### src/core/tmr_cfg.svh
// register map, field positions, reset values and divider taps of the 16-bit timer
`ifndef TMR_CFG_SVH
`define TMR_CFG_SVH

// register offsets (byte addresses, one 32-bit word each)
`define TMR_OFS_CTRL 8'h00
`define TMR_OFS_COUNT 8'h04
`define TMR_OFS_CMPA 8'h08
`define TMR_OFS_CMPB 8'h0C
`define TMR_OFS_CAPT 8'h10
`define TMR_OFS_STATUS 8'h14
`define TMR_OFS_MASK 8'h18

// status and mask bit positions
`define TMR_BIT_OVF 0
`define TMR_BIT_CMPA 1
`define TMR_BIT_CMPB 2
`define TMR_BIT_CAPT 3

// reset values
`define TMR_RST_CTRL 11'h000
`define TMR_RST_WORD 16'h0000
`define TMR_RST_FLAGS 4'h0

// counter limits
`define TMR_MAX 16'hFFFF
`define TMR_BOTTOM 16'h0000

// waveform modes handled by the counter
`define TMR_WAVE_NORMAL 4'h0
`define TMR_WAVE_CTC_CMPA 4'h4
`define TMR_WAVE_CTC_CAPT 4'hC

// clock select codes
`define TMR_CS_STOP 3'h0
`define TMR_CS_DIV1 3'h1
`define TMR_CS_DIV8 3'h2
`define TMR_CS_DIV64 3'h3
`define TMR_CS_DIV256 3'h4
`define TMR_CS_DIV1024 3'h5
`define TMR_CS_EXT_FALL 3'h6
`define TMR_CS_EXT_RISE 3'h7

// prescaler tap masks (divide by mask + 1)
`define TMR_TAP_8 10'h007
`define TMR_TAP_64 10'h03F
`define TMR_TAP_256 10'h0FF
`define TMR_TAP_1024 10'h3FF

`endif

### src/core/tmr_pkg.sv
// types shared by the 16-bit timer core and its prescaler
package tmr_pkg;

    // compare output action on a match (non-pwm modes)
    typedef enum logic [1:0] {
        TMR_ACT_OFF,
        TMR_ACT_TOGGLE,
        TMR_ACT_CLEAR,
        TMR_ACT_SET
    } tmr_act_type;

    // control register layout, msb first
    typedef struct packed {
        tmr_act_type act_b;
        tmr_act_type act_a;
        logic [2:0] clk_sel;
        logic [3:0] waveform_mode_sel;
    } tmr_ctrl_type;

    // sticky event flags, one bit per event
    typedef struct packed {
        logic capt;
        logic cmpb;
        logic cmpa;
        logic ovf;
    } tmr_flags_type;

    // plain register port bundle
    typedef struct packed {
        logic [7:0] addr;
        logic [15:0] wdata;
        logic wr;
        logic rd;
    } tmr_bus_type;

endpackage

### src/core/tmr_prescaler.sv
// clock select and prescaler producing one-cycle timer tick enables
`timescale 1ns/1ps

module tmr_prescaler
    import tmr_pkg::*;
(
    // clock and reset
    input wire logic clk_in,
    input wire logic reset_in,
    // selection and synchronised external clock edges
    input wire logic [2:0] clk_sel_in,
    input wire logic ext_rise_in,
    input wire logic ext_fall_in,
    // tick enable
    output logic tick_out
);
`include "tmr_cfg.svh"

    logic [9:0] div_q;
    logic tick_q;
    logic tick_d;

    // true when every bit of the tap is set, i.e. the last cycle of a period
    function automatic logic tap_hit(input logic [9:0] cnt, input logic [9:0] mask);
        tap_hit = (cnt & mask) == mask;
    endfunction

    // free running divider shared by all taps, so a select change never waits long
    always_ff @(posedge clk_in or posedge reset_in) begin
        if (reset_in) begin
            div_q <= 10'h000;
        end else begin
            div_q <= div_q + 10'h001;
        end
    end

    // select the tick source; stop yields no ticks
    always_comb begin
        unique case (clk_sel_in)
            `TMR_CS_STOP: tick_d = 1'b0;
            `TMR_CS_DIV1: tick_d = 1'b1;
            `TMR_CS_DIV8: tick_d = tap_hit(div_q, `TMR_TAP_8);
            `TMR_CS_DIV64: tick_d = tap_hit(div_q, `TMR_TAP_64);
            `TMR_CS_DIV256: tick_d = tap_hit(div_q, `TMR_TAP_256);
            `TMR_CS_DIV1024: tick_d = tap_hit(div_q, `TMR_TAP_1024);
            `TMR_CS_EXT_FALL: tick_d = ext_fall_in;
            `TMR_CS_EXT_RISE: tick_d = ext_rise_in;
        endcase
    end

    always_ff @(posedge clk_in or posedge reset_in) begin
        if (reset_in) begin
            tick_q <= 1'b0;
        end else begin
            tick_q <= tick_d;
        end
    end

    assign tick_out = tick_q;

endmodule

### src/core/tmr_core.sv
// 16-bit timer/counter core: normal and clear-on-match counting, compare, capture, interrupt
`timescale 1ns/1ps
//
// Contract
// only waveform mode chooses counting sequence
// compare action sets, clears or toggles pin
// mode zero counts up, wraps FFFF to 0000
// overflow flag set when counter becomes zero; code sets it only on the FFFF wrap, not on a clear or a write
// servicing overflow interrupt clears overflow flag
// counter writable any time in normal mode
// mode 4/12 clear at compare A/capture
// compare match still raises interrupts in normal
// software avoids waveform generation in normal mode
// software keeps capture intervals within counter range
// at most one step per tick, else hold

module tmr_core (
    // clock and reset
    input wire logic CLK_IN,
    input wire logic RESET_IN,
    // register port
    input wire logic [7:0] ADDR_IN,
    input wire logic [15:0] WDATA_IN,
    input wire logic WR_IN,
    input wire logic RD_IN,
    output logic [15:0] RDATA_OUT,
    // interrupt service acknowledge, one bit per flag
    input wire tmr_pkg::tmr_flags_type ACK_IN,
    // pins
    input wire logic EXT_CLK_IN,
    input wire logic CAPTURE_IN,
    output logic OC_A_OUT,
    output logic OC_B_OUT,
    // interrupt
    output logic IRQ_OUT
);
    import tmr_pkg::*;
`include "tmr_cfg.svh"

    tmr_bus_type bus;
    tmr_ctrl_type ctrl_q;
    tmr_flags_type status_q, status_d, mask_q, flag_set, flag_w1c;
    tmr_flags_type mask_d;
    logic [15:0] counter_value_q, counter_value_d;
    logic [15:0] compare_a_value_q, compare_b_value_q, capture_value_q, capture_value_d;
    logic [15:0] rdata_q, rdata_d;
    logic oc_a_q, oc_a_d, oc_b_q, oc_b_d, irq_q;
    logic [2:0] ext_sync_q, capt_sync_q;
    logic tick;

    // stored value for a bus write of a 16-bit register
    function automatic logic [15:0] reg_next(input logic hit, input logic [15:0] wdata, input logic [15:0] cur);
        reg_next = hit ? wdata : cur;
    endfunction

    // pin level after a compare match with the given action
    function automatic logic pin_next(input logic match, input tmr_act_type act, input logic cur);
        pin_next = cur;
        if (match) begin
            unique case (act)
                TMR_ACT_OFF: pin_next = cur;
                TMR_ACT_TOGGLE: pin_next = ~cur;
                TMR_ACT_CLEAR: pin_next = 1'b0;
                TMR_ACT_SET: pin_next = 1'b1;
            endcase
        end
    endfunction

    assign bus = '{addr: ADDR_IN, wdata: WDATA_IN, wr: WR_IN, rd: RD_IN};

    // address decode
    wire wr_ctrl = bus.wr && (bus.addr == `TMR_OFS_CTRL);
    wire wr_count = bus.wr && (bus.addr == `TMR_OFS_COUNT);
    wire wr_cmpa = bus.wr && (bus.addr == `TMR_OFS_CMPA);
    wire wr_cmpb = bus.wr && (bus.addr == `TMR_OFS_CMPB);
    wire wr_capt = bus.wr && (bus.addr == `TMR_OFS_CAPT);
    wire wr_status = bus.wr && (bus.addr == `TMR_OFS_STATUS);
    wire wr_mask = bus.wr && (bus.addr == `TMR_OFS_MASK);

    // pin synchronisers: stage 0 is read only by stage 1
    always_ff @(posedge CLK_IN or posedge RESET_IN) begin
        if (RESET_IN) begin
            ext_sync_q <= 3'h0;
            capt_sync_q <= 3'h0;
        end else begin
            ext_sync_q <= {ext_sync_q[1:0], EXT_CLK_IN};
            capt_sync_q <= {capt_sync_q[1:0], CAPTURE_IN};
        end
    end

    wire ext_rise = ext_sync_q[1] && !ext_sync_q[2];
    wire ext_fall = !ext_sync_q[1] && ext_sync_q[2];
    wire capt_edge = capt_sync_q[1] && !capt_sync_q[2];

    tmr_prescaler u_prescaler (
        .clk_in(CLK_IN),
        .reset_in(RESET_IN),
        .clk_sel_in(ctrl_q.clk_sel),
        .ext_rise_in(ext_rise),
        .ext_fall_in(ext_fall),
        .tick_out(tick)
    );

    // top selection depends on the waveform mode alone, never on the compare action
    wire mode_ctc_a = ctrl_q.waveform_mode_sel == `TMR_WAVE_CTC_CMPA;
    wire mode_ctc_i = ctrl_q.waveform_mode_sel == `TMR_WAVE_CTC_CAPT;
    wire at_max = counter_value_q == `TMR_MAX;
    wire match_a = counter_value_q == compare_a_value_q;
    wire match_b = counter_value_q == compare_b_value_q;
    wire match_i = counter_value_q == capture_value_q;
    wire ctc_clear = (mode_ctc_a && match_a) || (mode_ctc_i && match_i);
    // capture register is the top in mode 12, so the pin does not load it there
    wire capt_load = capt_edge && !mode_ctc_i;

    // counter: a software write wins over the tick, one step per tick at most
    always_comb begin
        counter_value_d = counter_value_q;
        if (wr_count) begin
            counter_value_d = bus.wdata;
        end else if (tick && ctc_clear) begin
            counter_value_d = `TMR_BOTTOM;
        end else if (tick) begin
            counter_value_d = counter_value_q + 16'h0001;
        end
    end

    // capture register: the pin edge beats a software write in the same cycle
    assign capture_value_d = capt_load ? counter_value_q : reg_next(wr_capt, bus.wdata, capture_value_q);

    // event sources; the overflow is flagged as the counter wraps from FFFF to zero, not on a clear at the top or a write
    assign flag_set = '{
        capt: capt_load || (tick && !wr_count && mode_ctc_i && match_i),
        cmpb: tick && !wr_count && match_b,
        cmpa: tick && !wr_count && match_a,
        ovf: tick && !wr_count && at_max && !ctc_clear
    };
    assign flag_w1c = wr_status ? tmr_flags_type'(bus.wdata[3:0]) : `TMR_RST_FLAGS;

    // sticky flags: set beats both write-one-clear and interrupt acknowledge
    assign status_d = flag_set | (status_q & ~flag_w1c & ~ACK_IN);

    // compare outputs follow the programmed action on a match
    assign oc_a_d = pin_next(tick && !wr_count && match_a, ctrl_q.act_a, oc_a_q);
    assign oc_b_d = pin_next(tick && !wr_count && match_b, ctrl_q.act_b, oc_b_q);

    // read mux; unmapped addresses read zero
    always_comb begin
        rdata_d = 16'h0000;
        unique case (bus.addr)
            `TMR_OFS_CTRL: rdata_d = {5'h00, ctrl_q};
            `TMR_OFS_COUNT: rdata_d = counter_value_q;
            `TMR_OFS_CMPA: rdata_d = compare_a_value_q;
            `TMR_OFS_CMPB: rdata_d = compare_b_value_q;
            `TMR_OFS_CAPT: rdata_d = capture_value_q;
            `TMR_OFS_STATUS: rdata_d = {12'h000, status_q};
            `TMR_OFS_MASK: rdata_d = {12'h000, mask_q};
            default: rdata_d = 16'h0000;
        endcase
        if (!bus.rd) begin
            rdata_d = 16'h0000;
        end
    end

    // next mask, so the interrupt line follows a mask write in the same edge as the register
    assign mask_d = wr_mask ? tmr_flags_type'(bus.wdata[3:0]) : mask_q;

    // configuration and data registers
    always_ff @(posedge CLK_IN or posedge RESET_IN) begin
        if (RESET_IN) begin
            ctrl_q <= `TMR_RST_CTRL;
            mask_q <= `TMR_RST_FLAGS;
            compare_a_value_q <= `TMR_RST_WORD;
            compare_b_value_q <= `TMR_RST_WORD;
            capture_value_q <= `TMR_RST_WORD;
        end else begin
            ctrl_q <= wr_ctrl ? tmr_ctrl_type'(bus.wdata[10:0]) : ctrl_q;
            mask_q <= mask_d;
            compare_a_value_q <= reg_next(wr_cmpa, bus.wdata, compare_a_value_q);
            compare_b_value_q <= reg_next(wr_cmpb, bus.wdata, compare_b_value_q);
            capture_value_q <= capture_value_d;
        end
    end

    // counting state, flags, pins and bus answer
    always_ff @(posedge CLK_IN or posedge RESET_IN) begin
        if (RESET_IN) begin
            counter_value_q <= `TMR_RST_WORD;
            status_q <= `TMR_RST_FLAGS;
            oc_a_q <= 1'b0;
            oc_b_q <= 1'b0;
            rdata_q <= `TMR_RST_WORD;
            irq_q <= 1'b0;
        end else begin
            counter_value_q <= counter_value_d;
            status_q <= status_d;
            oc_a_q <= oc_a_d;
            oc_b_q <= oc_b_d;
            rdata_q <= rdata_d;
            irq_q <= |(status_d & mask_d); // registered so the pin comes from a flop
        end
    end

    assign RDATA_OUT = rdata_q;
    assign OC_A_OUT = oc_a_q;
    assign OC_B_OUT = oc_b_q;
    assign IRQ_OUT = irq_q;

    wire step_ok = tick && !wr_count && !ctc_clear;
endmodule

### config.mk
export PLATFORM = sky130hd
export DESIGN_NAME = tmr_core
export DESIGN_NICKNAME = d
export VERILOG_FILES = /design/src/core/tmr_pkg.sv /design/src/core/tmr_prescaler.sv /design/src/core/tmr_core.sv
export VERILOG_INCLUDE_DIRS = /design/src /design/src/core
export SDC_FILE = /design/constraint.sdc
export NUM_CORES = 1
export LEC_CHECK = 0
export BUFFER_PORTS_ARGS = -buffer_cell sky130_fd_sc_hd__clkbuf_2
export CAP_MARGIN = 25
export CORE_ASPECT_RATIO = 0.9
export CORE_MARGIN = 1.5
export CORE_UTILIZATION = 35
export CTS_CLUSTER_SIZE = 8
export DETAILED_ROUTE_END_ITERATION = 16
export SLEW_MARGIN = 20
export SYNTH_ARGS = -nofsm -noshare
export SYNTH_HDL_FRONTEND = slang
export SYNTH_SLANG_ARGS = --single-unit
### constraint.sdc
create_clock -name CLK_IN -period 3.6 [get_ports CLK_IN]
set_input_delay 0.18 -clock CLK_IN [delete_from_list [all_inputs] [get_ports CLK_IN]]
set_output_delay 0.18 -clock CLK_IN [all_outputs]
set_load 0.03 [all_outputs]
== Word-level counts from Yosys, hierarchy flattened ==
Index checks and enable logic that the tools add are counted.

* Register bits: 119
* Output and inout port bits: 19
* Word-level logic and storage cells: 115

* Add/sub/neg operators: 2
* Equality and inequality tests: 29
* Mux-type cells: 12
* Bitwise logic cells: 10
* Reduce and logical (&&, ||, !) cells: 38

{| class="wikitable"
|+ Operators with widths
! kind !! count
|-
| 16-bit one-hot mux with 7 select lines || 1
|-
| 16-bit two-way mux || 6
|-
| 16-bit == test || 3
|-
| 8-bit by 5-bit == test with 1-bit output (second input constant) || 3
|-
| 1-bit logical AND || 21
|-
| 16-bit by 1-bit adder with 16-bit output (second input constant) || 1
|-
| 16-bit == test (second input constant) || 1
|-
| 8-bit by 4-bit == test with 1-bit output (second input constant) || 2
|-
| 3-bit == test (second input constant) || 5
|-
| 4-bit AND || 3
|-
| 10-bit by 1-bit adder with 10-bit output (second input constant) || 1
|-
| 10-bit == test (second input constant) || 1
|-
| 2-bit == test (second input constant) || 4
|-
| 8-bit by 3-bit == test with 1-bit output (second input constant) || 1
|-
| 8-bit == test (second input constant) || 1
|-
| 8-bit zero test || 1
|-
| 4-bit two-way mux || 2
|-
| 4-bit inverter || 2
|-
| 1-bit one-hot mux with 8 select lines || 1
|-
| 3-bit by 2-bit == test with 1-bit output (second input constant) || 2
|-
| 6-bit == test (second input constant) || 1
|-
| 1-bit zero test || 6
|-
| 1-bit one-hot mux with 3 select lines || 2
|-
| 2-bit by 1-bit == test with 1-bit output (second input constant) || 2
|-
| 12 further kinds || 18
|}

== Depth between registers and ports, before layout ==
Gate-level depths: netlist (run 1).

* Depth in word-level cells: 10
* Mapped depth: 9
* Depth with buffers taken out: 7

== Hierarchy ==
From an unflattened synthesis (run 1), not the netlist that was laid out.

* Cells, all modules: 565
* Area total of the unflattened synthesis: 6,082.1 um2

{| class="wikitable"
|+ By module, submodules not included
! module !! times used !! cells an instance !! area each (um2) !! seq. area each (um2)
|-
| tmr_core || 1 || 525 || 5,585.4 || 2,702.6
|-
| tmr_prescaler || 1 || 40 || 496.7 || 275.3
|}

== Worst setup path after synthesis (run 1) ==
OpenSTA, ideal clock, no wires.

* Path kind: register to register
* Start point: reg counter_value_q[0]
* End point: reg irq_q, in the netlist IRQ_OUT
* Arrival: 2,171 ps
* Data required time: 3,531 ps
* Path slack: 1,360 ps
* Stages on the path, launching flop included: 8
* Cell sequence: dfrtp_1 ha_1 and4_1 or3b_1 or2_1 or3_1 or4_1 nand3_1

* Cells in the longest elaborated chain, start to end: 8
* Elaborated cells between the ends (all ways): 17
* Those cells by class: eq/ne (4); bitwise (2); reduce/logical (11)

{| class="wikitable"
|+ RTL lines
! what !! line !! RTL
|-
| start: declaration || tmr_core.sv:44 || <nowiki>logic [15:0] counter_value_q, counter_value_d;</nowiki>
|-
| start signal: assignment || tmr_core.sv:187 || <nowiki>counter_value_q <= `TMR_RST_WORD;</nowiki>
|-
| start signal: assignment || tmr_core.sv:194 || <nowiki>counter_value_q <= counter_value_d;</nowiki>
|-
| 16-bit == test (on tied branches) || tmr_core.sv:108, tmr_core.sv:110 ||
|-
| 1-bit logical AND || tmr_core.sv:111 || <nowiki>wire ctc_clear = (mode_ctc_a && match_a) || (mode_ctc_i && match_i);</nowiki>
|-
| 1-bit logical OR || tmr_core.sv:111 ||
|-
| 1-bit zero test || -- ||
|-
| 1-bit logical AND || tmr_core.sv:135 || <nowiki>ovf: tick && !wr_count && at_max && !ctc_clear</nowiki>
|-
| 4-bit bitwise OR (*) || tmr_core.sv:140 || <nowiki>assign status_d = flag_set | (status_q & ~flag_w1c & ~ACK_IN);</nowiki>
|-
| 4-bit AND (*) || tmr_core.sv:199 || <nowiki>irq_q <= |(status_d & mask_d);</nowiki>
|-
| 4-bit OR reduction (*) || tmr_core.sv:199 ||
|-
| end signal: assignment || tmr_core.sv:199 ||
|-
| end: declaration || tmr_core.sv:47 || <nowiki>logic oc_a_q, oc_a_d, oc_b_q, oc_b_d, irq_q;</nowiki>
|}

Mark *: on every way between the ends. The rest lies on a longest branch, timed or not.
A chain may end at the register's enable or synchronous reset.

== Worst setup path in the final report (run 1) ==
* Start point: reg counter_value_q[12]
* End point: reg counter_value_q[2]

* Cells in the longest elaborated chain, start to end: 6
* Elaborated cells between the ends (all ways): 9
* Those cells by class: eq/ne (2); mux (2); reduce/logical (5)

{| class="wikitable"
|+ RTL lines
! what !! line !! RTL
|-
| 16-bit == test (on tied branches) || tmr_core.sv:108, tmr_core.sv:110 ||
|-
| 1-bit logical AND || tmr_core.sv:111 ||
|-
| 1-bit logical OR (*) || tmr_core.sv:111 ||
|-
| 1-bit logical AND (*) || tmr_core.sv:120 || <nowiki>end else if (tick && ctc_clear) begin</nowiki>
|-
| 16-bit two-way mux || tmr_core.sv:120 ||
|-
| 16-bit two-way mux || tmr_core.sv:118 || <nowiki>if (wr_count) begin</nowiki>
|}

Marked as above.

==> run summary, run 1 <==
drt total wl = 17.17 mm
dpl cells = 810
Final Max Slew Viols = 0
final net count = 634
number of vias per cell = 5.652
Fin. Hold Viols = 0
vias in the first global route = 4790
dpl ws = 844.7 ps
wire per inst = 20.32 um
maxcap violations = 0
most area-consuming cells after synthesis = dfrtp_1 (49%), mux2_1 (6.3%), xnor2_1 (4.7%), xor2_1 (3.3%), mux2i_1 (3.1%)
fin util = 42.24%
f_max = 357.0 MHz
Initial Utilization = 35.97%
Clock Path Buffers = 2
Switching Power = 1038 uW
Total Routing Usage GR = 20.37%
Die X = 142.1 um
Worst Setup EP = counter_value_q[2]
Lkg Pwr = 0.003212 uW
Synth area leader = dfrtp_1
RSZ-0062 raised after global routing = no
# rows = 45
Top FF cell, synth = dfrtp_1
Post-synth top cells = dfrtp_1 (119), nand2_1 (48), mux2_1 (34), xnor2_1 (33), xor2_1 (23)
Clk network pwr share = 45.6%
total gr overflow = 0
HPWL Detailed = 11.85 mm
setup tns final = 0 ps
switch share = 27.39%
antenna violations before repair = 0
min Tclk post-route = 2801 ps
first-pass GRT wire length = 27.46 mm
syn nets = 592
fin crit share = 77.81%
r2r setup slk = 800 ps
worst rel slew slack = 34.23%
Worst-path clk slew = 60 ps
Cell Int Power = 2753 uW
die footprint = 0.01822 mm2
CP Max Fanout = 18
Core Region = 0.01695 mm2
R2R depth = 6
crit path from = counter_value_q[12]
CTS sink cnt = 119
antenna-violating nets left = 0
CTS H-tree lvls = 4
clk_lat worst skew = 430 ps
worst setup margin = 799.0 ps
slowest stage delay, CP = 740 ps
worst-path cell chain = xor2_1 > nor4_1 > nand4_1 > o21ai_2 > a211oi_1 > a221o_1
Post-Syn Instances = 555
Slew @ Worst Pin = 983.7 ps
Crit Path Class = reg -> reg
fraction of layout cells with a size suffix above 1 = 19.67%
DR vias = 4776
reg-to-reg endpoint = counter_value_q[2]
Worst VDD drop = 0.0002876 V
PD cells = 529.5 mW/mm2
Crit. End Element = register
HP Class = in -> reg
Mapped Avg Cell Area = 10.98 um2
final estimated routing congestion in global placement = 0.9093
worst r2r src = counter_value_q[12]
diode count = 0
Yosys top cell area share = 48.85%
Hold Worst Slack = 42.90 ps
number of synthesized flops with an enable pin = 0
Post-Syn Area = 0.006096 mm2
Filler cells = 1621
YS warnings = 0
most numerous cell in the Yosys netlist = dfrtp_1
Clock Tree Root = clkbuf_16
Req. time, crit path = 3910 ps
CP arrival = 3110 ps
Worst setup SP type = register
CTS Buf Count = 17
count of unique library cells instantiated by Yosys = 59
clk_skew = 6.816 ps
drt drc = 0
Non-Filler Instances = 845
# port buffers = 52
sequential share of the synthesized area = 48.85%
largest net degree at the start of global routing = 84
Comb pwr share = 12.5%
sequential share of power = 41.9%
status = finished, final reports clean
crit path max-delay cell type = o21ai_2
Detailed Route Iter0 Violations = 691
DR pass1 iterations = 7
Setup Viol. Count Final = 0
CTS tree = built
Layout area overhead = 17.45%
IO Count = 53
number of synthesized register bits = 119
Die Y = 128.2 um
Post-synth ARST share = 100.0%
==> kinds of logic after synthesis <==
group                    synth area share [%]
AND/OR/NAND/NOR                         12.52
AO/OA/AOI/OAI                           14.20
flip-flops                              48.85
multiplexers                            11.62
XOR/XNOR                                8.046
buffers and inverters                   4.146
adder cells (fa/ha/maj)                0.6158
==> metrics by stage <==
step / area, um2 / power (uW)
2_1_floorplan: 6096 / 1914
3_3_place_gp: 6519 / 2060
3_5_place_dp: 6519 / 2069
4_1_cts: 7147 / 3811
5_1_grt: 7159 / 3937
6_report: 7159 / 3791
==> cell usage in the layout, fill, tap and decap left out, types with 5 or more instances in the layout <==
cell,instances
a222oi_1,14
nor4_1,5
buf_4,8
nand4_1,11
a221o_1,12
nand2_1,48
dfrtp_1,119
nor3_1,6
clkbuf_16,17
a21oi_1,15
clkinvlp_4,5
and3_1,10
clkbuf_2,52
nor2_1,16
mux2_1,34
or3_1,6
o21ai_0,8
a31oi_1,6
or2_2,5
a22oi_1,17
xnor2_1,33
xor2_1,23
o21ai_1,18
mux2_2,12
inv_1,7
nand3_1,13
mux2i_1,19
a211oi_1,11
==> worst min path at each step <==
stage	to	depth (start not counted)	from
after CTS	compare_b_value_q[12]	2	WDATA_IN[12]
final	compare_b_value_q[14]	2	WDATA_IN[14]
after global routing	compare_b_value_q[12]	2	WDATA_IN[12]
after detailed placement	capt_sync_q[0]	1	CAPTURE_IN
after floorplan	capt_sync_q[0]	0	CAPTURE_IN
after global placement	capt_sync_q[0]	1	CAPTURE_IN
==> flip-flops by register name (all words and copies together) (netlist names), 3 cells and up <==
| name | cells |
|---|---|
| RDATA_OUT | 16 |
| capt_sync_q | 3 |
| capture_value_q | 16 |
| compare_a_value_q | 16 |
| compare_b_value_q | 16 |
| counter_value_q | 16 |
| ctrl_q | 11 |
| ext_sync_q | 3 |
| mask_q | 4 |
| status_q | 4 |
| u_prescaler.div_q | 10 |
==> final cells by class <==
cell class / instances / area, um2 / area share, %
multi-input cells: 387 / 2874 / 40.14
flip-flops and latches: 119 / 2978 / 41.59
inverters: 8 / 35.03 / 0.4893
repair buffers: 64 / 370.4 / 5.173
clock inverters: 12 / 151.4 / 2.115
well taps: 235 / 294.0 / 4.107
clock buffers: 20 / 456.7 / 6.379
==> critical path, delay by kind of cell (launching register included) <==
| family | cells | cell delay (ps) |
|---|---|---|
| AOI/OAI and AO/OA | 3 | 1200 |
| and+or+nand+nor | 2 | 770 |
| DFF | 1 | 500 |
| xor gates and xnor gates | 1 | 200 |
==> power by group through the flow <==
stage,clock (uW),sequential (uW),combinational [uW]
after floorplan,0,1500,410
after global placement,0,1600,459
after detailed placement,0,1610,464
after CTS,1760,1580,470
after global routing,1810,1600,519
final,1730,1590,474
==> per-layer routing <==
layer  track usage [%]  part of all wire (%)  up-vias
li1                  -                     -     2140
met1             26.73                    43     2363
met2             30.73                    46      232
met3             6.089                   8.5       41
met4             9.885                   3.2        0
met5                 0                     0        -
==> timing repair <==
item | in CTS | in global routing
buffers inserted | 0 | 0
gates resized for setup | 0 | 0
hold buffers | 2 | 1
hold endpoints to repair | 2 | 77
Note: power is estimated with default switching activity, not from simulation.
==> run 2: changes to the inputs <==
==> constraint.sdc (replaced) <==
create_clock -name CLK_IN -period 2.8 [get_ports CLK_IN]
set_input_delay 0.14 -clock CLK_IN [delete_from_list [all_inputs] [get_ports CLK_IN]]
set_output_delay 0.14 -clock CLK_IN [all_outputs]
set_load 0.03 [all_outputs]
==> run summary, run 2 (synthesis results as in run 1) <==
antenna violations before repair = 0
diode count = 0
maxcap violations = 0
sequential share of power = 40.9%
Req. time, crit path = 3160 ps
min Tclk post-route = 2477 ps
clk_skew = 11.39 ps
Layout area overhead = 19.23%
clk_lat worst skew = 430 ps
DR pass1 iterations = 6
Crit Path Class = reg -> reg
leading cell type in the layout, fill and taps excluded = dfrtp_1
CP arrival = 2840 ps
family with the most delay on the worst path = simple AND/OR/NAND/NOR gates
fraction of layout cells with a size suffix above 1 = 21.78%
first-pass GRT wire length = 27.17 mm
dpl ws = 355.0 ps
die footprint = 0.01822 mm2
worst rel slew slack = 35.16%
# port buffers = 52
# rows = 45
Worst Path Buf+Inv = 0
Fin. Hold Viols = 0
Switching Power = 1435 uW
Initial Utilization = 35.97%
Die X = 142.1 um
cell area after layout = 0.007268 mm2
Worst-path clk slew = 60 ps
CTS Buf Count = 17
f_max = 403.8 MHz
RSZ-0062 raised after global routing = no
antenna-violating nets left = 0
Clk network pwr share = 43.6%
Cell Int Power = 3380 uW
Hold Worst Slack = 1.151 ps
slowest stage delay, CP = 540 ps
Clock Tree Root = clkbuf_16
largest net degree at the start of global routing = 102
wire per inst = 20.07 um
DP Area = 0.006640 mm2
total gr overflow = 0
worst-path cell chain = and4_1 > or3b_1 > or2_1 > or3_1 > or4_1 > nand3_1
Final Max Slew Viols = 0
Lkg Pwr = 0.003281 uW
status = finished, final reports clean
DR vias = 4813
Filler cells = 1603
CTS tree = built
final net count = 653
Setup Viol. Count Final = 0
drt drc = 0
Worst setup SP type = register
switch share = 29.81%
HP Class = in -> reg
Slew @ Worst Pin = 970.3 ps
most frequent cells in the layout = dfrtp_1 (119), clkbuf_2 (52), nand2_1 (48)
PD cells = 662.6 mW/mm2
IO Count = 53
setup tns final = 0 ps
Core Region = 0.01695 mm2
drt total wl = 17.34 mm
Clock Path Buffers = 2
crit path max-delay cell type = dfrtp_1
Comb pwr share = 15.5%
CP Max Fanout = 10
worst setup margin = 323.3 ps
Crit. End Element = register
vias in the first global route = 4760
final estimated routing congestion in global placement = 0.8914
Total Routing Usage GR = 20.22%
Die Y = 128.2 um
Worst VDD drop = 0.0002935 V
CTS H-tree lvls = 4
HPWL Detailed = 12.16 mm
CTS sink cnt = 119
fin crit share = 88.45%
number of vias per cell = 5.571
Detailed Route Iter0 Violations = 477
==> run 2: changes by cell type in the layout (fill, tap and decap cells not counted), sizes merged <==
| cell | delta |
|---|---|
| inv | +5 |
| dlygate4sd3 | +3 |
| clkinvlp | +1 |
| bufinv | -2 |
| buf | +16 |
| clkinv | -1 |
| clkbuf | -3 |
==> run 2: per-layer routing <==
metal  GRT usage (%)  vias up  share of wire [%]
li1                -     2181                  -
met5               0        -                  0
met2           30.79      225                 46
met1           26.78     2378                 43
met4           9.339        0                2.8
met3           5.566       29                8.2
==> run 2: timing repair <==
item / CTS / global route
resized for setup: 0 / 0
hold buffers: 6 / 0
hold endpoints to repair: 24 / 0
setup buffers: 0 / 0
==> run 2: worst paths after layout <==
kind,start,to,slack (ps),cells past startpoint
setup reg to reg,counter_value_q[4],IRQ_OUT,320,6
setup / recovery,counter_value_q[4],IRQ_OUT,320,6
hold / removal,WDATA_IN[9],ctrl_q[9],1,2
hold reg to reg,ext_sync_q[0],ext_sync_q[1],350,0
min in group asynchronous,RESET_IN,u_prescaler.div_q[4],250,3
max in group asynchronous,RESET_IN,capt_sync_q[1],1700,4
==> run 2: stage by stage <==
stage	total power, uW	utilization [%]	cells
after floorplan	2461	-	555
after global placement	2717	39.18	826
after detailed placement	2723	39.18	826
after CTS	4833	42.89	864
after global routing	5016	42.89	864
final	4816	42.89	864
==> run 2: layout make-up <==
class / instances / area (um2) / share of cell area, %
Sequential cell: 119 / 2978 / 40.97
Multi-Input combinational cell: 387 / 2874 / 39.54
Timing Repair Buffer: 83 / 520.5 / 7.161
Clock buffer: 17 / 425.4 / 5.853
Tap cell: 235 / 294.0 / 4.045
Clock inverter: 15 / 142.6 / 1.962
Inverter: 8 / 33.78 / 0.4648
==> run 2: worst reg2reg max path, delay by kind of cell (launching register included) <==
| kind | cells | cell delay, ps |
|---|---|---|
| AND/OR/NAND/NOR | 6 | 1870 |
| flip-flops | 1 | 540 |
==> run 2: power groups by stage <==
| stage | Clock (uW) | Combinational (uW) | Sequential [uW] |
|---|---|---|---|
| final | 2100 | 747 | 1970 |
| after global routing | 2220 | 812 | 1990 |
| after CTS | 2130 | 738 | 1970 |
| after detailed placement | 0 | 727 | 2000 |
| after global placement | 0 | 725 | 1990 |
| after floorplan | 0 | 527 | 1930 |
==> run 3: changes to the inputs <==
--- a/config.mk
+++ b/config.mk
@@ -13,6 +13,7 @@
 export CORE_UTILIZATION = 35
 export CTS_CLUSTER_SIZE = 8
 export DETAILED_ROUTE_END_ITERATION = 16
+export PLACE_DENSITY_LB_ADDON = 0.12
 export SLEW_MARGIN = 20
 export SYNTH_ARGS = -nofsm -noshare
 export SYNTH_HDL_FRONTEND = slang
==> run summary, run 3 (synthesis results as in run 1) <==
# port buffers = 52
f_max = 400.5 MHz
Setup Viol. Count Final = 0
CTS Buf Count = 17
CTS sink cnt = 119
Layout area overhead = 20.65%
Cell Int Power = 3443 uW
# rows = 45
Worst setup SP type = register
RSZ-0062 raised after global routing = no
Fin. Hold Viols = 0
Total Routing Usage GR = 22.69%
status = finished, final reports clean
fin util = 43.40%
DR pass1 iterations = 7
Slew @ Worst Pin = 824.5 ps
clk_lat worst skew = 430 ps
Detailed Route Iter0 Violations = 430
maxcap violations = 0
most frequent cells in the layout = dfrtp_1 (119), clkbuf_2 (52), nand2_1 (48)
sequential share of power = 40.9%
PD cells = 661.0 mW/mm2
CP arrival = 2860 ps
largest net degree at the start of global routing = 45
die footprint = 0.01822 mm2
Req. time, crit path = 3160 ps
number of vias per cell = 5.609
Worst-path clk slew = 60 ps
DR vias = 4891
vias in the first global route = 4923
Initial Utilization = 35.97%
antenna-violating nets left = 0
switch share = 29.18%
Lkg Pwr = 0.003324 uW
CTS H-tree lvls = 4
CTS tree = built
CP Max Fanout = 4
Core Region = 0.01695 mm2
final net count = 661
Final Max Slew Viols = 0
antenna violations before repair = 0
wire per inst = 22.15 um
Clk network pwr share = 43.8%
HP Class = in -> reg
total gr overflow = 0
Die X = 142.1 um
Switching Power = 1419 uW
final estimated routing congestion in global placement = 0.9391
drt drc = 0
min Tclk post-route = 2497 ps
diode count = 0
fraction of layout cells with a size suffix above 1 = 22.61%
Clock Tree Root = clkbuf_16
Comb pwr share = 15.3%
Worst VDD drop = 0.0004375 V
clk_skew = 10.60 ps
drt total wl = 19.32 mm
Crit. End Element = register
crit path from = counter_value_q[0]
worst r2r src = counter_value_q[0]
Crit Path Class = reg -> reg
leading cell type in the layout, fill and taps excluded = dfrtp_1
Die Y = 128.2 um
fin crit share = 89.18%
IO Count = 53
HPWL Detailed = 13.50 mm
Clock Path Buffers = 2
setup tns final = 0 ps
origin of the worst min-delay path = WDATA_IN[13]
first-pass GRT wire length = 30.23 mm
worst rel slew slack = 44.26%
## run 3: cell count changes in the layout (fill, tap and decap cells not counted)
cell	delta
buf_4	+7
inv_6	-6
clkbuf_8	+3
buf_12	+2
clkbuf_1	+2
clkinvlp_4	+1
dlygate4sd3_1	-1
## run 3: final cells by class
| cell class | instances | area, um2 |
|---|---|---|
| Fill cell | 1613 | 9593 |
| Sequential cell | 119 | 2978 |
| Multi-Input combinational cell | 387 | 2874 |
| Timing Repair Buffer | 91 | 603.1 |
| Clock buffer | 22 | 474.2 |
| Tap cell | 235 | 294.0 |
| Clock inverter | 10 | 97.59 |
| Inverter | 8 | 33.78 |
## run 3: power by group through the flow
stage | clock network (uW) | logic (uW) | registers, uW
6_report | 2130 | 744 | 1990
3_3_place_gp | 0 | 732 | 2010
2_1_floorplan | 0 | 527 | 1930
4_1_cts | 2150 | 740 | 1990
5_1_grt | 2240 | 814 | 2010
3_5_place_dp | 0 | 731 | 2010
## run 3: what timing repair did
item                                   4_1_cts  5_1_grt
hold buffers                                 5        0
endpoints found under the hold margin       40        0
resized for setup                            0        0
setup buffers                                0        0
## run 3: path summary, 6_finish.rpt
kind,end,slack (ps),cells after the start
min in group asynchronous,counter_value_q[10],220,3
max,IRQ_OUT,300,7
min reg2reg,ext_sync_q[1],350,0
min,compare_b_value_q[13],10,2
max reg2reg,IRQ_OUT,300,7
max in group asynchronous,ctrl_q[2],1830,5
## run 3: through the flow
stage	cell area (um2)	setup slack, ps	cells	hold WS (ps)	total power (uW)
5_1_grt	7355	189.0	872	15.70	5057
3_3_place_gp	6713	397.2	834	250.4	2740
6_report	7355	303.1	872	11.26	4861
4_1_cts	7335	304.3	871	1.231	4879
2_1_floorplan	6100	559.9	555	171.4	2461
3_5_place_dp	6713	331.0	834	251.0	2745
## run 3: per-layer routing
layer / share of wire [%] / wire length [um] / GRT usage, %
met1: 46 / 8975 / 31.96
met2: 45 / 8755 / 33.95
met3: 6.5 / 1246 / 5.342
met4: 1.8 / 340 / 8.308
met5: 0 / 0 / 0
## run 3: critical path: stages (launching register included)
cell,delay (ps)
dfrtp_1,370
ha_1,220
and4_1,230
or3b_1,400
or2_1,280
or3_1,350
or4_1,480
nand3_1,100
